### src/shared/front_panel_pkg.sv
// Summary of operation
// - Button presses step the port LED function
// - First shows ports 1-24, second 25-48
// - Third press moves to next function
// - Bank LED off lower, on upper bank
// - Optical port LEDs shown in every bank
// - Two reserved positions carry no port data
// - Power LED off, on, blinks on backup
// - CPU-run LED off booting, on running
// - Stack role: slave off, master on, redundant blinks
// - Link LED on up, off disabled, else blink
// - Collision LED copper only, optical always off
// - Transmit LED follows transmit activity
// - Receive LED follows receive activity
// - Duplex LED shows mode, optical always on
// - Flow LED on when any mode enabled
// - Gigabit autoneg link down keeps last mode
// - Aggregation LED on for group members
// - All LEDs on during reset
// - Self test runs before normal operation
// - All LEDs lit briefly at power-up
// - Stack connector LEDs show cable present
// - Both buttons held: module/stack reset, LEDs lit
package front_panel_pkg;

   // Clock rate and derived cycles per millisecond
   localparam int unsigned CLK_HZ = 100_000_000;
   localparam int unsigned CYC_PER_MS = CLK_HZ / 1000;

   // Times in milliseconds, then in clock cycles
   localparam int unsigned LAMP_MS = 500;
   localparam int unsigned BLINK_HALF_MS = 250;
   localparam int unsigned DEBOUNCE_MS = 20;
   localparam int unsigned MOD_RESET_MS = 2000;
   localparam int unsigned STACK_RESET_MS = 4000;
   localparam int unsigned LAMP_CYC = LAMP_MS * CYC_PER_MS;
   localparam int unsigned BLINK_HALF_CYC = BLINK_HALF_MS * CYC_PER_MS;
   localparam int unsigned DEBOUNCE_CYC = DEBOUNCE_MS * CYC_PER_MS;
   localparam int unsigned MOD_RESET_CYC = MOD_RESET_MS * CYC_PER_MS;
   localparam int unsigned STACK_RESET_CYC = STACK_RESET_MS * CYC_PER_MS;

   // Port counts: 48 copper then two optical ports
   localparam int unsigned NUM_PORTS = 50;
   localparam int unsigned BANK_PORTS = 24;
   localparam int unsigned COPPER_PORTS = 48;

   // Register offsets
   localparam logic [7:0] CTRL_OFS = 8'h00;
   localparam logic [7:0] STATUS_OFS = 8'h04;

   // Control fields and reset value
   localparam int unsigned CTRL_BOOT_BIT = 0;
   localparam int unsigned CTRL_ROUTER_BIT = 1;
   localparam int unsigned CTRL_ROLE_LSB = 2;
   localparam int unsigned CTRL_PASS_BIT = 4;
   localparam logic [4:0] CTRL_RESET = 5'h00;

   // Status fields
   localparam int unsigned STAT_FN_LSB = 0;
   localparam int unsigned STAT_BANK_BIT = 3;
   localparam int unsigned STAT_PHASE_LSB = 4;
   localparam int unsigned STAT_CHORD_BIT = 6;
   localparam int unsigned STAT_MAIN_BIT = 7;
   localparam int unsigned STAT_BACKUP_BIT = 8;

   // Port display functions in button order
   typedef enum logic [2:0] {
      FN_LINK = 3'h0,
      FN_COLL = 3'h1,
      FN_TX = 3'h2,
      FN_RX = 3'h3,
      FN_DUPLEX = 3'h4,
      FN_FLOW = 3'h5,
      FN_AGGR = 3'h6
   } fn_t;
   localparam int unsigned NUM_FN = 7;

   // Unit phase, Gray coded along lamp, test, run
   typedef enum logic [1:0] {
      PH_LAMP = 2'h0,
      PH_TEST = 2'h1,
      PH_RUN = 2'h3
   } phase_t;

   // Stack role written by software
   typedef enum logic [1:0] {
      ROLE_SLAVE = 2'h0,
      ROLE_MASTER = 2'h1,
      ROLE_STANDALONE = 2'h2,
      ROLE_MASTER_REDUNDANT = 2'h3
   } role_t;

   // Per-port state from the switching logic
   typedef struct packed {
      logic [NUM_PORTS-1:0] linkUp;
      logic [NUM_PORTS-1:0] enabled;
      logic [NUM_PORTS-1:0] collision;
      logic [NUM_PORTS-1:0] fullDuplex;
      logic [NUM_PORTS-1:0] txAct;
      logic [NUM_PORTS-1:0] rxAct;
      logic [NUM_PORTS-1:0] flowEn;
      logic [NUM_PORTS-1:0] autoNeg;
      logic [NUM_PORTS-1:0] lagMember;
   } portStatus_t;

   // Register port request
   typedef struct packed {
      logic wr;
      logic rd;
      logic [7:0] addr;
      logic [31:0] wdata;
   } regReq_t;

   // Every front-panel LED, one for lit
   typedef struct packed {
      logic [BANK_PORTS-1:0] portLed;
      logic [1:0] opticalLed;
      logic [1:0] reservedLed;
      logic [NUM_FN-1:0] functionLed;
      logic bankLed;
      logic power_indicator;
      logic cpu_run_indicator;
      logic stack_role_indicator;
      logic routing_mode_indicator;
      logic stackUpperLed;
      logic stackLowerLed;
   } frontLeds_t;

endpackage : front_panel_pkg

### src/design/button_conditioner.sv
`timescale 1ns/1ps
module button_conditioner #(
   parameter int unsigned DEBOUNCE_CYC = 2_000_000
) (
   input wire logic clk,
   input wire logic sys_rst,
   input wire logic button_n,
   output logic held,
   output logic pressed
);

   logic syncA_ff; // First synchroniser stage
   logic syncB_ff; // Second stage, the only one logic reads
   logic [31:0] stableCnt_ff; // Cycles the sample has disagreed
   logic held_ff; // Debounced level
   logic pressed_ff; // One-cycle press pulse

   // Two flops before anything looks at the pin
   always_ff @(posedge clk) begin
      if (sys_rst) begin
         syncA_ff <= 1'b0;
         syncB_ff <= 1'b0;
      end else begin
         syncA_ff <= ~button_n;
         syncB_ff <= syncA_ff;
      end
   end

   // Accept a new level only after it stays put; contact bounce
   // would otherwise count as several presses
   always_ff @(posedge clk) begin
      if (sys_rst) begin
         stableCnt_ff <= 32'h0;
         held_ff <= 1'b0;
         pressed_ff <= 1'b0;
      end else begin
         pressed_ff <= 1'b0;
         if (syncB_ff == held_ff) begin
            stableCnt_ff <= 32'h0;
         end else if (stableCnt_ff >= DEBOUNCE_CYC - 1) begin
            stableCnt_ff <= 32'h0;
            held_ff <= syncB_ff;
            pressed_ff <= syncB_ff;
         end else begin
            stableCnt_ff <= stableCnt_ff + 32'h1;
         end
      end
   end

   assign held = held_ff;
   assign pressed = pressed_ff;

endmodule : button_conditioner

### src/design/front_panel_led_selector.sv
`timescale 1ns/1ps
module front_panel_led_selector #(
   parameter int unsigned LAMP_CYC = front_panel_pkg::LAMP_CYC,
   parameter int unsigned BLINK_HALF_CYC = front_panel_pkg::BLINK_HALF_CYC,
   parameter int unsigned DEBOUNCE_CYC = front_panel_pkg::DEBOUNCE_CYC,
   parameter int unsigned MOD_RESET_CYC = front_panel_pkg::MOD_RESET_CYC,
   parameter int unsigned STACK_RESET_CYC = front_panel_pkg::STACK_RESET_CYC
) (
   input wire logic clk,
   input wire logic sys_rst,
   input wire front_panel_pkg::regReq_t regReq,
   output logic [31:0] regRdata,
   input wire front_panel_pkg::portStatus_t portStatus,
   input wire logic leftButton_n,
   input wire logic rightButton_n,
   input wire logic mainPowerOk,
   input wire logic backupPowerOk,
   input wire logic upperCableSense,
   input wire logic lowerCableSense,
   output front_panel_pkg::frontLeds_t leds,
   output logic moduleResetReq,
   output logic stackResetReq
);
   import front_panel_pkg::*;

   // Debounced buttons
   logic leftHeld; // Left button level
   logic leftPress; // Left button press pulse
   logic rightHeld; // Right button level
   logic rightPress; // Right button press pulse

   // Synchronised status pins, two flops each
   logic [3:0] pinSyncA_ff; // First stage only feeds second
   logic [3:0] pinSyncB_ff; // Usable levels
   logic mainOk; // Main supply present
   logic backupOk; // Backup supply present
   logic upperCable; // Cable in upper stacking connector
   logic lowerCable; // Cable in lower stacking connector

   // Control and display state
   logic [4:0] ctrl_ff; // Software control bits
   phase_t phase_ff; // Lamp, test or run
   logic [31:0] lampCnt_ff; // Lamp test timer
   fn_t fn_ff; // Selected port function
   logic bank_ff; // Upper port bank shown
   logic [31:0] blinkCnt_ff; // Blink half-period timer
   logic blink_ff; // Blink phase
   logic [31:0] chordCnt_ff; // Time both buttons held
   logic chord; // Both buttons held now
   logic [1:0] fcHeld_ff; // Last negotiated flow mode, optical
   logic [31:0] regRdata_ff; // Read data register
   frontLeds_t leds_ff; // LED output flops
   frontLeds_t nxt_leds; // Next LED value
   logic moduleReset_ff; // Module reset request
   logic stackReset_ff; // Stack reset request

   // Per-port value of each function
   logic [NUM_PORTS-1:0] fnBits [NUM_FN];
   role_t role; // Stack role from control
   fn_t nxt_fn; // Next function
   logic nxt_bank; // Next bank

   button_conditioner #(
      .DEBOUNCE_CYC(DEBOUNCE_CYC)
   ) u_left (
      .clk(clk),
      .sys_rst(sys_rst),
      .button_n(leftButton_n),
      .held(leftHeld),
      .pressed(leftPress)
   );

   button_conditioner #(
      .DEBOUNCE_CYC(DEBOUNCE_CYC)
   ) u_right (
      .clk(clk),
      .sys_rst(sys_rst),
      .button_n(rightButton_n),
      .held(rightHeld),
      .pressed(rightPress)
   );

   // Pin synchronisers; supplies and cable senses are asynchronous
   always_ff @(posedge clk) begin
      if (sys_rst) begin
         pinSyncA_ff <= 4'h0;
         pinSyncB_ff <= 4'h0;
      end else begin
         pinSyncA_ff <= {lowerCableSense, upperCableSense,
                         backupPowerOk, mainPowerOk};
         pinSyncB_ff <= pinSyncA_ff;
      end
   end

   assign mainOk = pinSyncB_ff[0];
   assign backupOk = pinSyncB_ff[1];
   assign upperCable = pinSyncB_ff[2];
   assign lowerCable = pinSyncB_ff[3];
   assign chord = leftHeld & rightHeld;
   assign role = role_t'(ctrl_ff[CTRL_ROLE_LSB +: 2]);

   // Register writes; only the control word is writable
   always_ff @(posedge clk) begin
      if (sys_rst) begin
         ctrl_ff <= CTRL_RESET;
      end else if (regReq.wr && regReq.addr == CTRL_OFS) begin
         ctrl_ff <= regReq.wdata[4:0];
      end
   end

   // Register reads, answered in the next cycle only
   always_ff @(posedge clk) begin
      if (sys_rst) begin
         regRdata_ff <= 32'h0;
      end else if (regReq.rd) begin
         case (regReq.addr)
            CTRL_OFS: begin
               regRdata_ff <= {27'h0, ctrl_ff};
            end
            STATUS_OFS: begin
               regRdata_ff <= 32'h0;
               regRdata_ff[STAT_FN_LSB +: 3] <= fn_ff;
               regRdata_ff[STAT_BANK_BIT] <= bank_ff;
               regRdata_ff[STAT_PHASE_LSB +: 2] <= phase_ff;
               regRdata_ff[STAT_CHORD_BIT] <= chord;
               regRdata_ff[STAT_MAIN_BIT] <= mainOk;
               regRdata_ff[STAT_BACKUP_BIT] <= backupOk;
            end
            // Unmapped addresses read as zero
            default: begin
               regRdata_ff <= 32'h0;
            end
         endcase
      end else begin
         regRdata_ff <= 32'h0;
      end
   end

   // Unit phase: lamp test, then self test, then normal indication
   always_ff @(posedge clk) begin
      if (sys_rst) begin
         phase_ff <= PH_LAMP;
         lampCnt_ff <= 32'h0;
      end else begin
         case (phase_ff)
            PH_LAMP: begin
               if (lampCnt_ff >= LAMP_CYC - 1) begin
                  phase_ff <= PH_TEST;
               end else begin
                  lampCnt_ff <= lampCnt_ff + 32'h1;
               end
            end
            PH_TEST: begin
               if (ctrl_ff[CTRL_PASS_BIT]) begin
                  phase_ff <= PH_RUN;
               end
            end
            PH_RUN: begin
               phase_ff <= PH_RUN;
            end
            default: begin
               phase_ff <= PH_LAMP;
            end
         endcase
      end
   end

   // Free-running blink phase shared by all blinking LEDs
   always_ff @(posedge clk) begin
      if (sys_rst) begin
         blinkCnt_ff <= 32'h0;
         blink_ff <= 1'b0;
      end else if (blinkCnt_ff >= BLINK_HALF_CYC - 1) begin
         blinkCnt_ff <= 32'h0;
         blink_ff <= ~blink_ff;
      end else begin
         blinkCnt_ff <= blinkCnt_ff + 32'h1;
      end
   end

   // Selection step: right walks forward, left walks backward,
   // each function taking lower bank then upper bank
   always_comb begin
      nxt_fn = fn_ff;
      nxt_bank = bank_ff;
      if (rightPress && !leftHeld) begin
         if (!bank_ff) begin
            nxt_bank = 1'b1;
         end else begin
            nxt_bank = 1'b0;
            if (fn_ff == FN_AGGR) begin
               nxt_fn = FN_LINK;
            end else begin
               nxt_fn = fn_t'(fn_ff + 3'h1);
            end
         end
      end else if (leftPress && !rightHeld) begin
         if (bank_ff) begin
            nxt_bank = 1'b0;
         end else begin
            nxt_bank = 1'b1;
            if (fn_ff == FN_LINK) begin
               nxt_fn = FN_AGGR;
            end else begin
               nxt_fn = fn_t'(fn_ff - 3'h1);
            end
         end
      end
   end

   always_ff @(posedge clk) begin
      if (sys_rst) begin
         fn_ff <= FN_LINK;
         bank_ff <= 1'b0;
      end else if (phase_ff == PH_RUN) begin
         fn_ff <= nxt_fn;
         bank_ff <= nxt_bank;
      end
   end

   // both-button reset timing; requests stand while held
   // so a press shorter than the limit raises nothing
   always_ff @(posedge clk) begin
      if (sys_rst) begin
         chordCnt_ff <= 32'h0;
         moduleReset_ff <= 1'b0;
         stackReset_ff <= 1'b0;
      end else if (!chord) begin
         chordCnt_ff <= 32'h0;
         moduleReset_ff <= 1'b0;
         stackReset_ff <= 1'b0;
      end else begin
         if (chordCnt_ff < STACK_RESET_CYC) begin
            chordCnt_ff <= chordCnt_ff + 32'h1;
         end
         if (chordCnt_ff >= MOD_RESET_CYC - 1) begin
            moduleReset_ff <= 1'b1;
         end
         if (chordCnt_ff >= STACK_RESET_CYC - 1) begin
            stackReset_ff <= 1'b1;
         end
      end
   end

   // keep last negotiated flow mode while link is up
   always_ff @(posedge clk) begin
      if (sys_rst) begin
         fcHeld_ff <= 2'h0;
      end else begin
         for (int g = 0; g < 2; g++) begin
            if (portStatus.linkUp[COPPER_PORTS + g]) begin
               fcHeld_ff[g] <= portStatus.flowEn[COPPER_PORTS + g];
            end
         end
      end
   end

   // Each port's value for every function
   for (genvar p = 0; p < NUM_PORTS; p++) begin : g_port
      localparam bit OPTICAL = (p >= COPPER_PORTS);
      always_comb begin
         if (portStatus.linkUp[p]) begin
            fnBits[FN_LINK][p] = 1'b1;
         end else begin
            fnBits[FN_LINK][p] = portStatus.enabled[p] & blink_ff;
         end
         fnBits[FN_COLL][p] = !OPTICAL && portStatus.collision[p]
                              && !portStatus.fullDuplex[p];
         fnBits[FN_TX][p] = portStatus.txAct[p];
         fnBits[FN_RX][p] = portStatus.rxAct[p];
         fnBits[FN_DUPLEX][p] = OPTICAL || portStatus.fullDuplex[p];
         fnBits[FN_FLOW][p] = portStatus.flowEn[p];
         if (OPTICAL && portStatus.autoNeg[p] && !portStatus.linkUp[p]) begin
            fnBits[FN_FLOW][p] = fcHeld_ff[p % 2];
         end
         fnBits[FN_AGGR][p] = portStatus.lagMember[p];
      end
   end

   // Next LED picture
   always_comb begin
      nxt_leds = '0;
      nxt_leds.opticalLed = fnBits[fn_ff][NUM_PORTS-1 -: 2];
      if (bank_ff) begin
         nxt_leds.portLed = fnBits[fn_ff][BANK_PORTS +: BANK_PORTS];
      end else begin
         nxt_leds.portLed = fnBits[fn_ff][0 +: BANK_PORTS];
      end
      nxt_leds.reservedLed = 2'h0;
      nxt_leds.functionLed[fn_ff] = 1'b1;
      nxt_leds.bankLed = bank_ff;
      if (mainOk) begin
         nxt_leds.power_indicator = 1'b1;
      end else begin
         nxt_leds.power_indicator = backupOk & blink_ff;
      end
      nxt_leds.cpu_run_indicator = ctrl_ff[CTRL_BOOT_BIT];
      case (role)
         ROLE_SLAVE: begin
            nxt_leds.stack_role_indicator = 1'b0;
         end
         ROLE_MASTER_REDUNDANT: begin
            nxt_leds.stack_role_indicator = blink_ff;
         end
         default: begin
            nxt_leds.stack_role_indicator = 1'b1;
         end
      endcase
      nxt_leds.routing_mode_indicator = ctrl_ff[CTRL_ROUTER_BIT];
      nxt_leds.stackUpperLed = upperCable;
      nxt_leds.stackLowerLed = lowerCable;
      // Before normal operation the panel shows no port picture;
      // the lamp test lights everything, self test clears port, function, bank and CPU-run LEDs
      if (phase_ff == PH_LAMP) begin
         nxt_leds = '1;
      end else if (phase_ff == PH_TEST) begin
         nxt_leds.portLed = '0;
         nxt_leds.opticalLed = 2'h0;
         nxt_leds.functionLed = '0;
         nxt_leds.bankLed = 1'b0;
         nxt_leds.cpu_run_indicator = 1'b0;
      end
      if (chord) begin
         nxt_leds = '1;
      end
   end

   // LED output flops
   always_ff @(posedge clk) begin
      if (sys_rst) begin
         leds_ff <= '1;
      end else begin
         leds_ff <= nxt_leds;
      end
   end

   assign leds = leds_ff;
   assign regRdata = regRdata_ff;
   assign moduleResetReq = moduleReset_ff;
   assign stackResetReq = stackReset_ff;

endmodule : front_panel_led_selector

### config.mk
export PLATFORM = sky130hd
export DESIGN_NAME = front_panel_led_selector
export DESIGN_NICKNAME = d
export VERILOG_FILES = /design/src/shared/front_panel_pkg.sv /design/src/design/button_conditioner.sv /design/src/design/front_panel_led_selector.sv
export SDC_FILE = /design/constraint.sdc
export NUM_CORES = 1
export LEC_CHECK = 0
export BUFFER_PORTS_ARGS = -buffer_cell sky130_fd_sc_hd__buf_2
export CORE_AREA = 2 2 222 224
export DETAILED_ROUTE_END_ITERATION = 10
export DIE_AREA = 0 0 224 226
export SLEW_MARGIN = 0
export SYNTH_ARGS = -nofsm -noshare
export SYNTH_HDL_FRONTEND = slang
export SYNTH_SLANG_ARGS = --single-unit
export TNS_END_PERCENT = 1
### constraint.sdc
create_clock -name clk -period 1.97 [get_ports clk]
set_clock_uncertainty 0.05 [all_clocks]
set_input_delay 0.394 -clock clk [delete_from_list [all_inputs] [get_ports clk]]
set_output_delay 0.394 -clock clk [all_outputs]
set_load 0.02 [all_outputs]
==> results of run 1 <==
==> registers in the layout, summed over array words and instances (netlist names), 2 cells and up <==
name	count
regRdata	9
fcHeld_ff	2
fn_ff	3
u_left.stableCnt_ff	32
phase_ff	2
pinSyncA_ff	4
blinkCnt_ff	32
pinSyncB_ff	4
lampCnt_ff	32
chordCnt_ff	32
u_right.stableCnt_ff	32
leds	41
ctrl_ff	5
==> Yosys cell counts (4+ instances only) <==
cell         n  area share, %
buf_4       26            1.5
a22oi_1     20            1.1
nor4_1      35            1.7
o2111ai_1   20            1.3
o31ai_1     15           0.86
nand2_1    147            4.2
clkbuf_1    85            2.4
a221oi_1     4           0.27
a21oi_1     99            3.8
and2_1       9           0.43
ha_1        10           0.95
xnor2_1     32            2.1
o221ai_1    24            1.6
or4_1       18            1.0
nor3_1      18           0.69
nor2b_1     57            2.7
mux2_2       9           0.77
a21o_1      23            1.3
nand2b_1    19           0.90
dfxtp_1    242             37
o211ai_1    49            2.8
nor2_1     141            4.0
buf_2        6           0.23
o31a_1      25            1.7
and4_1       8           0.53
nand4b_1     6           0.40
or3_1       16           0.76
buf_1        8           0.23
inv_1       37            1.1
or2_2        4           0.19
and3_1      22            1.0
a211oi_1    29            1.7
xor2_1      43            2.9
nand3_1     53            2.0
mux2i_1     85            6.5
nand4_1     27            1.3
o21ai_0     51            1.9
==> power by group through the flow <==
| stage | Combinational (mW) | Sequential (mW) | Clock (mW) |
|---|---|---|---|
| after global routing | 1.23 | 4.97 | 5.89 |
| after detailed placement | 1.08 | 5.08 | 0 |
| after CTS | 1.12 | 4.97 | 5.70 |
| after floorplan | 0.391 | 5.07 | 0 |
| after global placement | 1.08 | 5.08 | 0 |
| final | 1.13 | 4.97 | 5.56 |
==> timing repair <==
item,CTS,global route
hold buffers,7,0
endpoints found under the hold margin,7,0
resized for setup,37,40
pin swaps,13,3
setup endpoints to repair,40,133
buffers inserted,2,0
==> how the worst max path moves through the flow <==
stage,startpoint,endpoint,slack [ns],cells past startpoint
floorplan,lampCnt_ff[29],lampCnt_ff[20],-0.19,6
global placement,fn_ff[2],leds[26],-0.53,7
detailed placement,fn_ff[2],leds[26],-0.44,7
CTS,lampCnt_ff[29],lampCnt_ff[19],-0.26,7
global route,lampCnt_ff[29],lampCnt_ff[17],-0.35,7
finish,lampCnt_ff[29],lampCnt_ff[8],-0.29,6
==> metal layers <==
| metal | GRT usage [%] | vias to the layer above | share of wire, % |
|---|---|---|---|
| met1 | 27.9 | 6763 | 43 |
| met5 | 0 | - | 0.097 |
| met3 | 4.07 | 87 | 7.4 |
| li1 | - | 6918 | - |
| met4 | 6.92 | 8 | 3.0 |
| met2 | 34.6 | 503 | 46 |
==> worst max-delay path: cells and delay by family (launching register included) <==
kind,cells,cell delay [ns]
multiplexers,1,0.37
AO/OA/AOI/OAI,1,0.20
flip-flops,1,0.31
AND/OR/NAND/NOR,3,1.00
buffers and inverters,1,0.22
==> cells by family (layout without fill, tap and decap cells) <==
group	count (synthesis)	count (layout)	share of synthesized area [%]
multiplexers	97	97	7.51
flip-flops	242	242	36.9
other	1	60	0.0285
XOR/XNOR	75	75	5.00
AND/OR/NAND/NOR	602	602	23.5
AO/OA/AOI/OAI	387	387	20.4
buffers and inverters	166	753	5.67
adder cells (fa/ha/maj)	10	10	0.953
==> metrics by stage <==
stage	instance area, µm²	worst slack [ns]	hold slack [ns]
CTS	18800	-0.263	0.00497
detailed placement	17500	-0.436	0.361
global placement	17500	-0.529	0.344
finish	19000	-0.290	0.0299
floorplan	13300	-0.189	0.336
global route	19000	-0.347	0.0107
==> final cells by class <==
type,instances,area share (%)
repair buffers,661,21.7
inverters,38,0.762
clock buffers,38,4.25
multi-input cells,1223,42.6
well taps,622,4.09
flip-flops and latches,242,25.5
diodes,8,0.105
clock inverters,16,1.01
==> results.yml, run 1 <==
global_routing:
  grt_overflow_total: 0
  grt_pass1_wl_um: 81000
  antenna_found_initial: 20
  first_global_vias: 13700
  grt_max_degree: 81
  grt_usage_pct: 21.1
job:
  max_cap_violations: 0
clock_network:
  clock_latency_ns: 0.57
  cts_tree: "done"
  htreeDepth: 1
  cts-root-buf: "clkbuf_16"
  cts_sinks: 242
  numCtsBuffers: 29
  cts_buffer_depth: 3
  clkTransAtPathRegs_ns: 0.06
route:
  wirelength_um: 56600
  viasPerCell: 5.01
  drt_pre_antenna_iters: 5
  drcViolationCount: 0
  ant_nets: 0
  vias: 14300
  wl_per_cell_um: 19.9
  drt_iter0_drc: 1025
pwr:
  p_total_mw: 11.7
  cellLeakagePower_nw: 7.52
  internal_power_mw: 8.83
  p_sw_mw: 2.83
  pwr-share-clk_pct: 47.7
  seqPwrFrac_pct: 42.6
  power.density_mw_per_mm2: 613
  ir_worst_vdd_uv: 646
  swShare_pct: 24.3
  combPwrFrac_pct: 9.7
logic_synthesis:
  ys_seq_area_share_pct: 36.9
  ys_async_sr_fraction_pct: 0
  synthesis.area_per_instance_um2: 8.31
  syn_inst: 1580
  synth_flop_cell: "dfxtp_1"
  synth-seq-cells: 242
  synth_cell_types: 74
  synth_edf_count: 0
  ys_warn_count: 0
  syn-cell-area_mm2: 0.0131
placement:
  dpl.hpwl_um: 45600
  dpl.cell_count: 2777
  place_congestion: 0.921
  port-buffer-count: 473
cells_and_area:
  multiInputGateArea_mm2: 0.00811
  fill_cells: 4879
  fin_cells: 2848
  areaGrowthSynthToFinish_pct: 45.0
  final_common_cell: "buf_2"
  fin_nets: 2705
  utilization_pct: 39.4
  drive_gt1_share_pct: 35.9
  regArea_mm2: 0.00486
  final_cell_mix: "buf_2, dfxtp_1, buf_4, nand2_1, nor2_1"
setup_path:
  crit_slowest_cell: "or4_4"
  crit_type: "reg -> reg"
  ff2ff_path_depth: 6
  worst_ep_required_time_ns: 2.38
  cp-start-kind: "flop"
  slowest_delay_ns: 0.57
  path_cells: "or4_4, a211oi_4, nand2_2, buf_4, nor4_2, mux2_2"
  regToRegSetupSlack_ns: -0.29
  rr_endpoint: "lampCnt_ff[8]"
  critical_path.endpoint_type: "flop"
  crit_path_max_fanout: 15
  cp.arrival_ns: 2.67
  rr_startpoint: "lampCnt_ff[29]"
sta:
  worstMarginPinSlew_ns: 0.585
  drv_slew: 0
  fin_ws_ns: -0.290
  relSlewSlack_pct: 61.0
  tns_ns: -4.74
  fmax_mhz: 442
  hold_viol: 0
  setup_viol: 26
  min_period_ns: 2.26
  rsz0062_at_grt: "yes"
  fin_crit_sh_pct: 115
die:
  dieWidth_um: 224
  fp.dieH_um: 226
  start_util_pct: 27.2
  dieArea_mm2: 0.0506
  core-area_mm2: 0.0483
  io_pins: 576
  row_count: 81
min_path:
  holdPathStages: 2
  hold_end: "pinSyncA_ff[3]"
  worstHoldStart: "lowerCableSense"
  hold_path_class: "in -> reg"
status:
  status: "finished, violations left"
  violations: "setup timing"
Note: power is estimated with default switching activity, not from simulation.
==> run 2, diff against run 1 <==
- ABC_AREA: unset -> 1
- CORE_AREA: 2 2 222 224 -> 2 2 225 227
- DIE_AREA: 0 0 224 226 -> 0 0 227 229
==> results.yml, run 2 <==
status:
  status: "completed"
setup_path:
  path_cells: "inv_1, nor2_4, buf_12, o211ai_1, nand4_1, a21oi_1, o21ai_0, inv_1"
  ff2ff_path_depth: 8
  cp.arrival_ns: 2.24
  crit_start: "fn_ff[2]"
  rr_startpoint: "fn_ff[2]"
  worst_ep_required_time_ns: 2.39
  slowest_delay_ns: 0.45
  cp_num_buf_inv: 3
  crit_path_max_fanout: 49
  critical_path.endpoint_type: "flop"
  cp-start-kind: "flop"
  cp_top_family: "flip-flops"
  crit_type: "reg -> reg"
  rr_endpoint: "leds[40]"
  critPathMostFrequentCell: "inv_1"
  crit_slowest_cell: "dfxtp_1"
  regToRegSetupSlack_ns: 0.15
logic_synthesis:
  post-synth-top-count-cell: "nand2_1"
  syn_inst: 2324
  yosys-top-cells-count: "nand2_1, inv_1, dfxtp_1, nor2_1, nand3_1"
  synth_edf_count: 0
  ys_async_sr_fraction_pct: 0
  yosysTopAreaCellShare_pct: 33.3
  yosysTopAreaCell: "dfxtp_1"
  ys_warn_count: 0
  ys_seq_area_share_pct: 33.3
  synthesis.area_per_instance_um2: 6.27
  syn-cell-area_mm2: 0.0146
  synthTopCellsByArea: "dfxtp_1, nand2_1, nand3_1"
  synth-seq-cells: 242
  synth_cell_types: 45
  synth_flop_cell: "dfxtp_1"
clock_network:
  clock_latency_ns: 0.57
  post_cts_buffers: 0
  cts-root-buf: "clkbuf_16"
  cts_sinks: 242
  numCtsBuffers: 29
  cts_buffer_depth: 3
  htreeDepth: 1
  cts_tree: "done"
  clkTransAtPathRegs_ns: 0.06
sta:
  tns_ns: 0
  rsz0062_at_grt: "yes"
  setup_viol: 0
  fin_crit_sh_pct: 92.3
  fmax_mhz: 550
  hold_viol: 0
  fin_ws_ns: 0.151
  drv_slew: 0
  min_period_ns: 1.82
cells_and_area:
  utilization_pct: 38.8
  areaGrowthSynthToFinish_pct: 32.3
  drive_gt1_share_pct: 24.1
  final_cell_mix: "nand2_1, buf_2, inv_1, dfxtp_1, nor2_1"
  fin_nets: 3353
  final_common_cell: "nand2_1"
  largest_register_ffs: 41
global_routing:
  first_global_vias: 15500
  grt_usage_pct: 22.7
  grt_overflow_total: 0
  grt_pass1_wl_um: 90000
  antenna_found_initial: 15
  grt_max_degree: 62
route:
  wirelength_um: 61600
  drcViolationCount: 0
  drt_pre_antenna_iters: 6
  ant_nets: 0
  viasPerCell: 4.65
  vias: 16500
  drt_iter0_drc: 1156
  wl_per_cell_um: 17.4
placement:
  place_congestion: 0.994
  place_ws_ns: 0.139
  port-buffer-count: 473
  dpl.hpwl_um: 49400
min_path:
  hold_path_class: "in -> reg"
  hold_end: "ctrl_ff[3]"
  holdPathStages: 3
  worstHoldStart: "regReq[3]"
die:
  fp.dieH_um: 229
  dieArea_mm2: 0.0520
  start_util_pct: 29.3
  core-area_mm2: 0.0497
  io_pins: 576
  row_count: 82
  dieWidth_um: 227
pwr:
  power.density_mw_per_mm2: 600
  ir_worst_vdd_uv: 651
  cellLeakagePower_nw: 8.32
job:
  max_cap_violations: 0
## run 2: changes by cell type after synthesis, moves of 74 or more
cell	delta
nand2_1	+521
nor2_1	+101
inv_1	+210
a21oi_1	+74
mux2i_1	-85
nand3_1	+145
## run 2: layout make-up
cell class / count / area (µm²)
Antenna cell: 10 / 25.0
Clock buffer: 44 / 933
Clock inverter: 9 / 88.8
Fill cell: 5485 / 30400
Inverter: 252 / 950
Multi-Input combinational cell: 1758 / 8320
Sequential cell: 242 / 4850
Tap cell: 672 / 841
Timing Repair Buffer: 560 / 3260
## run 2: repair_timing
item,CTS,global route
hold buffers,6,0
endpoints found under the hold margin,6,0
endpoints found under the setup margin,0,6
resized for setup,0,4
## run 2: worst max path at each step
| stage | endpoint | slack (ns) | cells past startpoint |
|---|---|---|---|
| 4_1_cts | leds[2] | 0.16 | 1 |
| 5_1_grt | leds[37] | -0.02 | 11 |
| 3_3_place_gp | leds[40] | 0.19 | 9 |
| 3_5_place_dp | leds[29] | 0.14 | 9 |
| 6_report | leds[40] | 0.15 | 8 |
| 2_1_floorplan | fn_ff[0] | 0.25 | 12 |
## run 2: layer usage
layer | track usage (%) | up-vias | routed length (µm)
met1 | 29.4 | 7340 | 26500
met2 | 36.2 | 599 | 26900
met3 | 4.76 | 95 | 5330
li1 | - | 8451 | -
met5 | 0 | - | 23
met4 | 10.1 | 4 | 2880
## run 2: kinds of logic after synthesis
logic type,after synthesis,synth area share [%]
AO/OA/AOI/OAI,320,11.9
other,1,0.0257
AND/OR/NAND/NOR,1305,38.5
buffers and inverters,375,11.2
adder cells (fa/ha/maj),10,0.859
XOR/XNOR,71,4.27
flip-flops,242,33.3
## run 2: power breakdown
group          switching, mW  leakage (nW)  internal, mW
clock                   2.22         0.516          3.39
sequential            0.0268          1.97          4.95
combinational          0.525          5.84         0.456
## run 2: metrics by stage
stage	cell area, µm²	power [mW]	std cells	hold WS, ns
floorplan	14800	5.43	2375	0.338
global placement	18100	6.04	3478	0.339
detailed placement	18100	6.04	3478	0.345
CTS	19200	11.7	3537	0.000159
global route	19300	12.0	3542	0.0163
finish	19300	11.6	3547	0.0339
## run 2: worst register-to-register path: stages, from the launching register on
cell      delay, ns
dfxtp_1        0.45
inv_1          0.15
nor2_4         0.12
buf_12         0.24
o211ai_1       0.23
nand4_1        0.18
a21oi_1        0.09
o21ai_0        0.15
inv_1          0.05
==> run 3, diff against run 2 <==
- CORE_AREA: 2 2 225 227 -> 10 10 214 216
- DIE_AREA: 0 0 227 229 -> 0 0 224 226
==> results.yml, run 3 (synthesized netlist as in run 2, its figures left out) <==
placement:
  dpl.hpwl_um: 55600
  place_congestion: 1.03
  port-buffer-count: 473
pwr:
  combPwrFrac_pct: 8.8
  internal_power_mw: 8.90
  seqPwrFrac_pct: 42.7
  pwr-share-clk_pct: 48.5
  cellLeakagePower_nw: 8.40
  swShare_pct: 23.4
  p_sw_mw: 2.73
  ir_worst_vdd_uv: 641
  power.density_mw_per_mm2: 604
  p_total_mw: 11.6
sta:
  rsz0062_at_grt: "no"
  relSlewSlack_pct: 64.9
  hold_viol: 0
  setup_viol: 0
  fmax_mhz: 542
  holdWs_ns: 0.0550
  fin_crit_sh_pct: 93.7
  min_period_ns: 1.85
  worstMarginPinSlew_ns: 0.526
  drv_slew: 0
cells_and_area:
  largest_register_ffs: 41
  final_common_cell: "nand2_1"
  utilization_pct: 46.3
  fin_nets: 3368
  drive_gt1_share_pct: 24.4
  fill_cells: 4427
  areaGrowthSynthToFinish_pct: 32.0
  final_cell_mix: "nand2_1, buf_2, inv_1, dfxtp_1, nor2_1"
clock_network:
  cts_buffer_depth: 3
  clkTransAtPathRegs_ns: 0.06
  cts_sinks: 242
  cts_tree: "done"
  clock_latency_ns: 0.54
  cts-root-buf: "clkbuf_16"
  numCtsBuffers: 28
  htreeDepth: 1
route:
  drt_iter0_drc: 1337
  drcViolationCount: 0
  wl_per_cell_um: 19.9
  wirelength_um: 68000
  drt_pre_antenna_iters: 5
  vias: 17100
  ant_nets: 0
  viasPerCell: 5.01
status:
  status: "completed"
die:
  dieWidth_um: 224
  row_count: 75
  io_pins: 576
  dieArea_mm2: 0.0506
  fp.dieH_um: 226
  core-area_mm2: 0.0416
  start_util_pct: 35.0
setup_path:
  worst_ep_required_time_ns: 2.41
  crit_path_max_fanout: 29
  critical_path.endpoint_type: "flop"
  cp-start-kind: "flop"
  crit_type: "reg -> reg"
  cp.arrival_ns: 2.29
global_routing:
  grt_overflow_total: 0
  grt_max_degree: 54
  grt_usage_pct: 25.3
  first_global_vias: 16100
  grt_pass1_wl_um: 98900
  antenna_found_initial: 9
job:
  max_cap_violations: 0
min_path:
  hold_path_class: "in -> reg"
[run 3: changes by cell type in the layout (fill, tap and decap cells not counted), moves of 3 or more]
cell and change:
clkbuf_8 -9, buf_4 +14, diode_2 -6, bufinv_16 +4, clkbuf_1 +4, clkinv_2 -3
[run 3: path summary, 6_finish.rpt]
kind / startpoint / to / slack, ns / cells after the start
max: fn_ff[0] / leds[25] / 0.12 / 8
min: portStatus[448] / fcHeld_ff[0] / 0.05 / 3
max reg2reg: fn_ff[0] / leds[25] / 0.12 / 8
min reg2reg: pinSyncA_ff[2] / pinSyncB_ff[2] / 0.35 / 2
[run 3: layout make-up]
| cell class | instances | area (µm²) | share of cell area [%] |
|---|---|---|---|
| Antenna cell | 4 | 10.0 | 0.0520 |
| Clock buffer | 38 | 800 | 4.16 |
| Clock inverter | 13 | 206 | 1.07 |
| Inverter | 252 | 950 | 4.94 |
| Multi-Input combinational cell | 1758 | 8330 | 43.3 |
| Sequential cell | 242 | 4850 | 25.2 |
| Tap cell | 539 | 674 | 3.51 |
| Timing Repair Buffer | 576 | 3410 | 17.7 |
[run 3: critical path, cell delays in order (launching register included)]
cell and delay [ns]:
dfxtp_4 0.47, buf_4 0.37, nand2_1 0.11, nand3_1 0.10, nand3_1 0.09, nor3_1 0.29
buf_4 0.17, o21ai_0 0.06, inv_1 0.06
[run 3: power groups by stage]
stage | clock [mW] | combinational (mW) | sequential (mW)
floorplan | 0 | 0.356 | 5.07
global placement | 0 | 0.989 | 5.08
detailed placement | 0 | 0.993 | 5.08
CTS | 5.78 | 1.01 | 4.97
global route | 5.97 | 1.10 | 4.97
finish | 5.63 | 1.03 | 4.97
[run 3: repair_timing]
action,CTS,global route
hold endpoints to repair,6,0
resized for setup,1,7
hold buffers,6,0
buffers inserted,0,0
setup endpoints to repair,6,48
[run 3: layer usage]
| metal | part of all wire, % | routed length (µm) | track usage (%) | up-vias |
|---|---|---|---|---|
| li1 | - | - | - | 8464 |
| met1 | 42 | 28300 | 31.0 | 7877 |
| met2 | 45 | 30300 | 39.9 | 658 |
| met3 | 8.2 | 5560 | 6.28 | 128 |
| met4 | 5.6 | 3840 | 14.0 | 4 |
| met5 | 0.034 | 23 | 0 | - |
[run 3: through the flow]
stage	worst slack [ns]	area (µm²)	setup TNS [ns]	cells
6_report	0.125	19200	0	3422
3_5_place_dp	-0.0209	18100	-0.0209	3361
5_1_grt	0.00576	19200	0	3421
4_1_cts	0.0728	19200	0	3418
3_3_place_gp	0.0422	18100	0	3361
2_1_floorplan	0.252	14800	0	2375
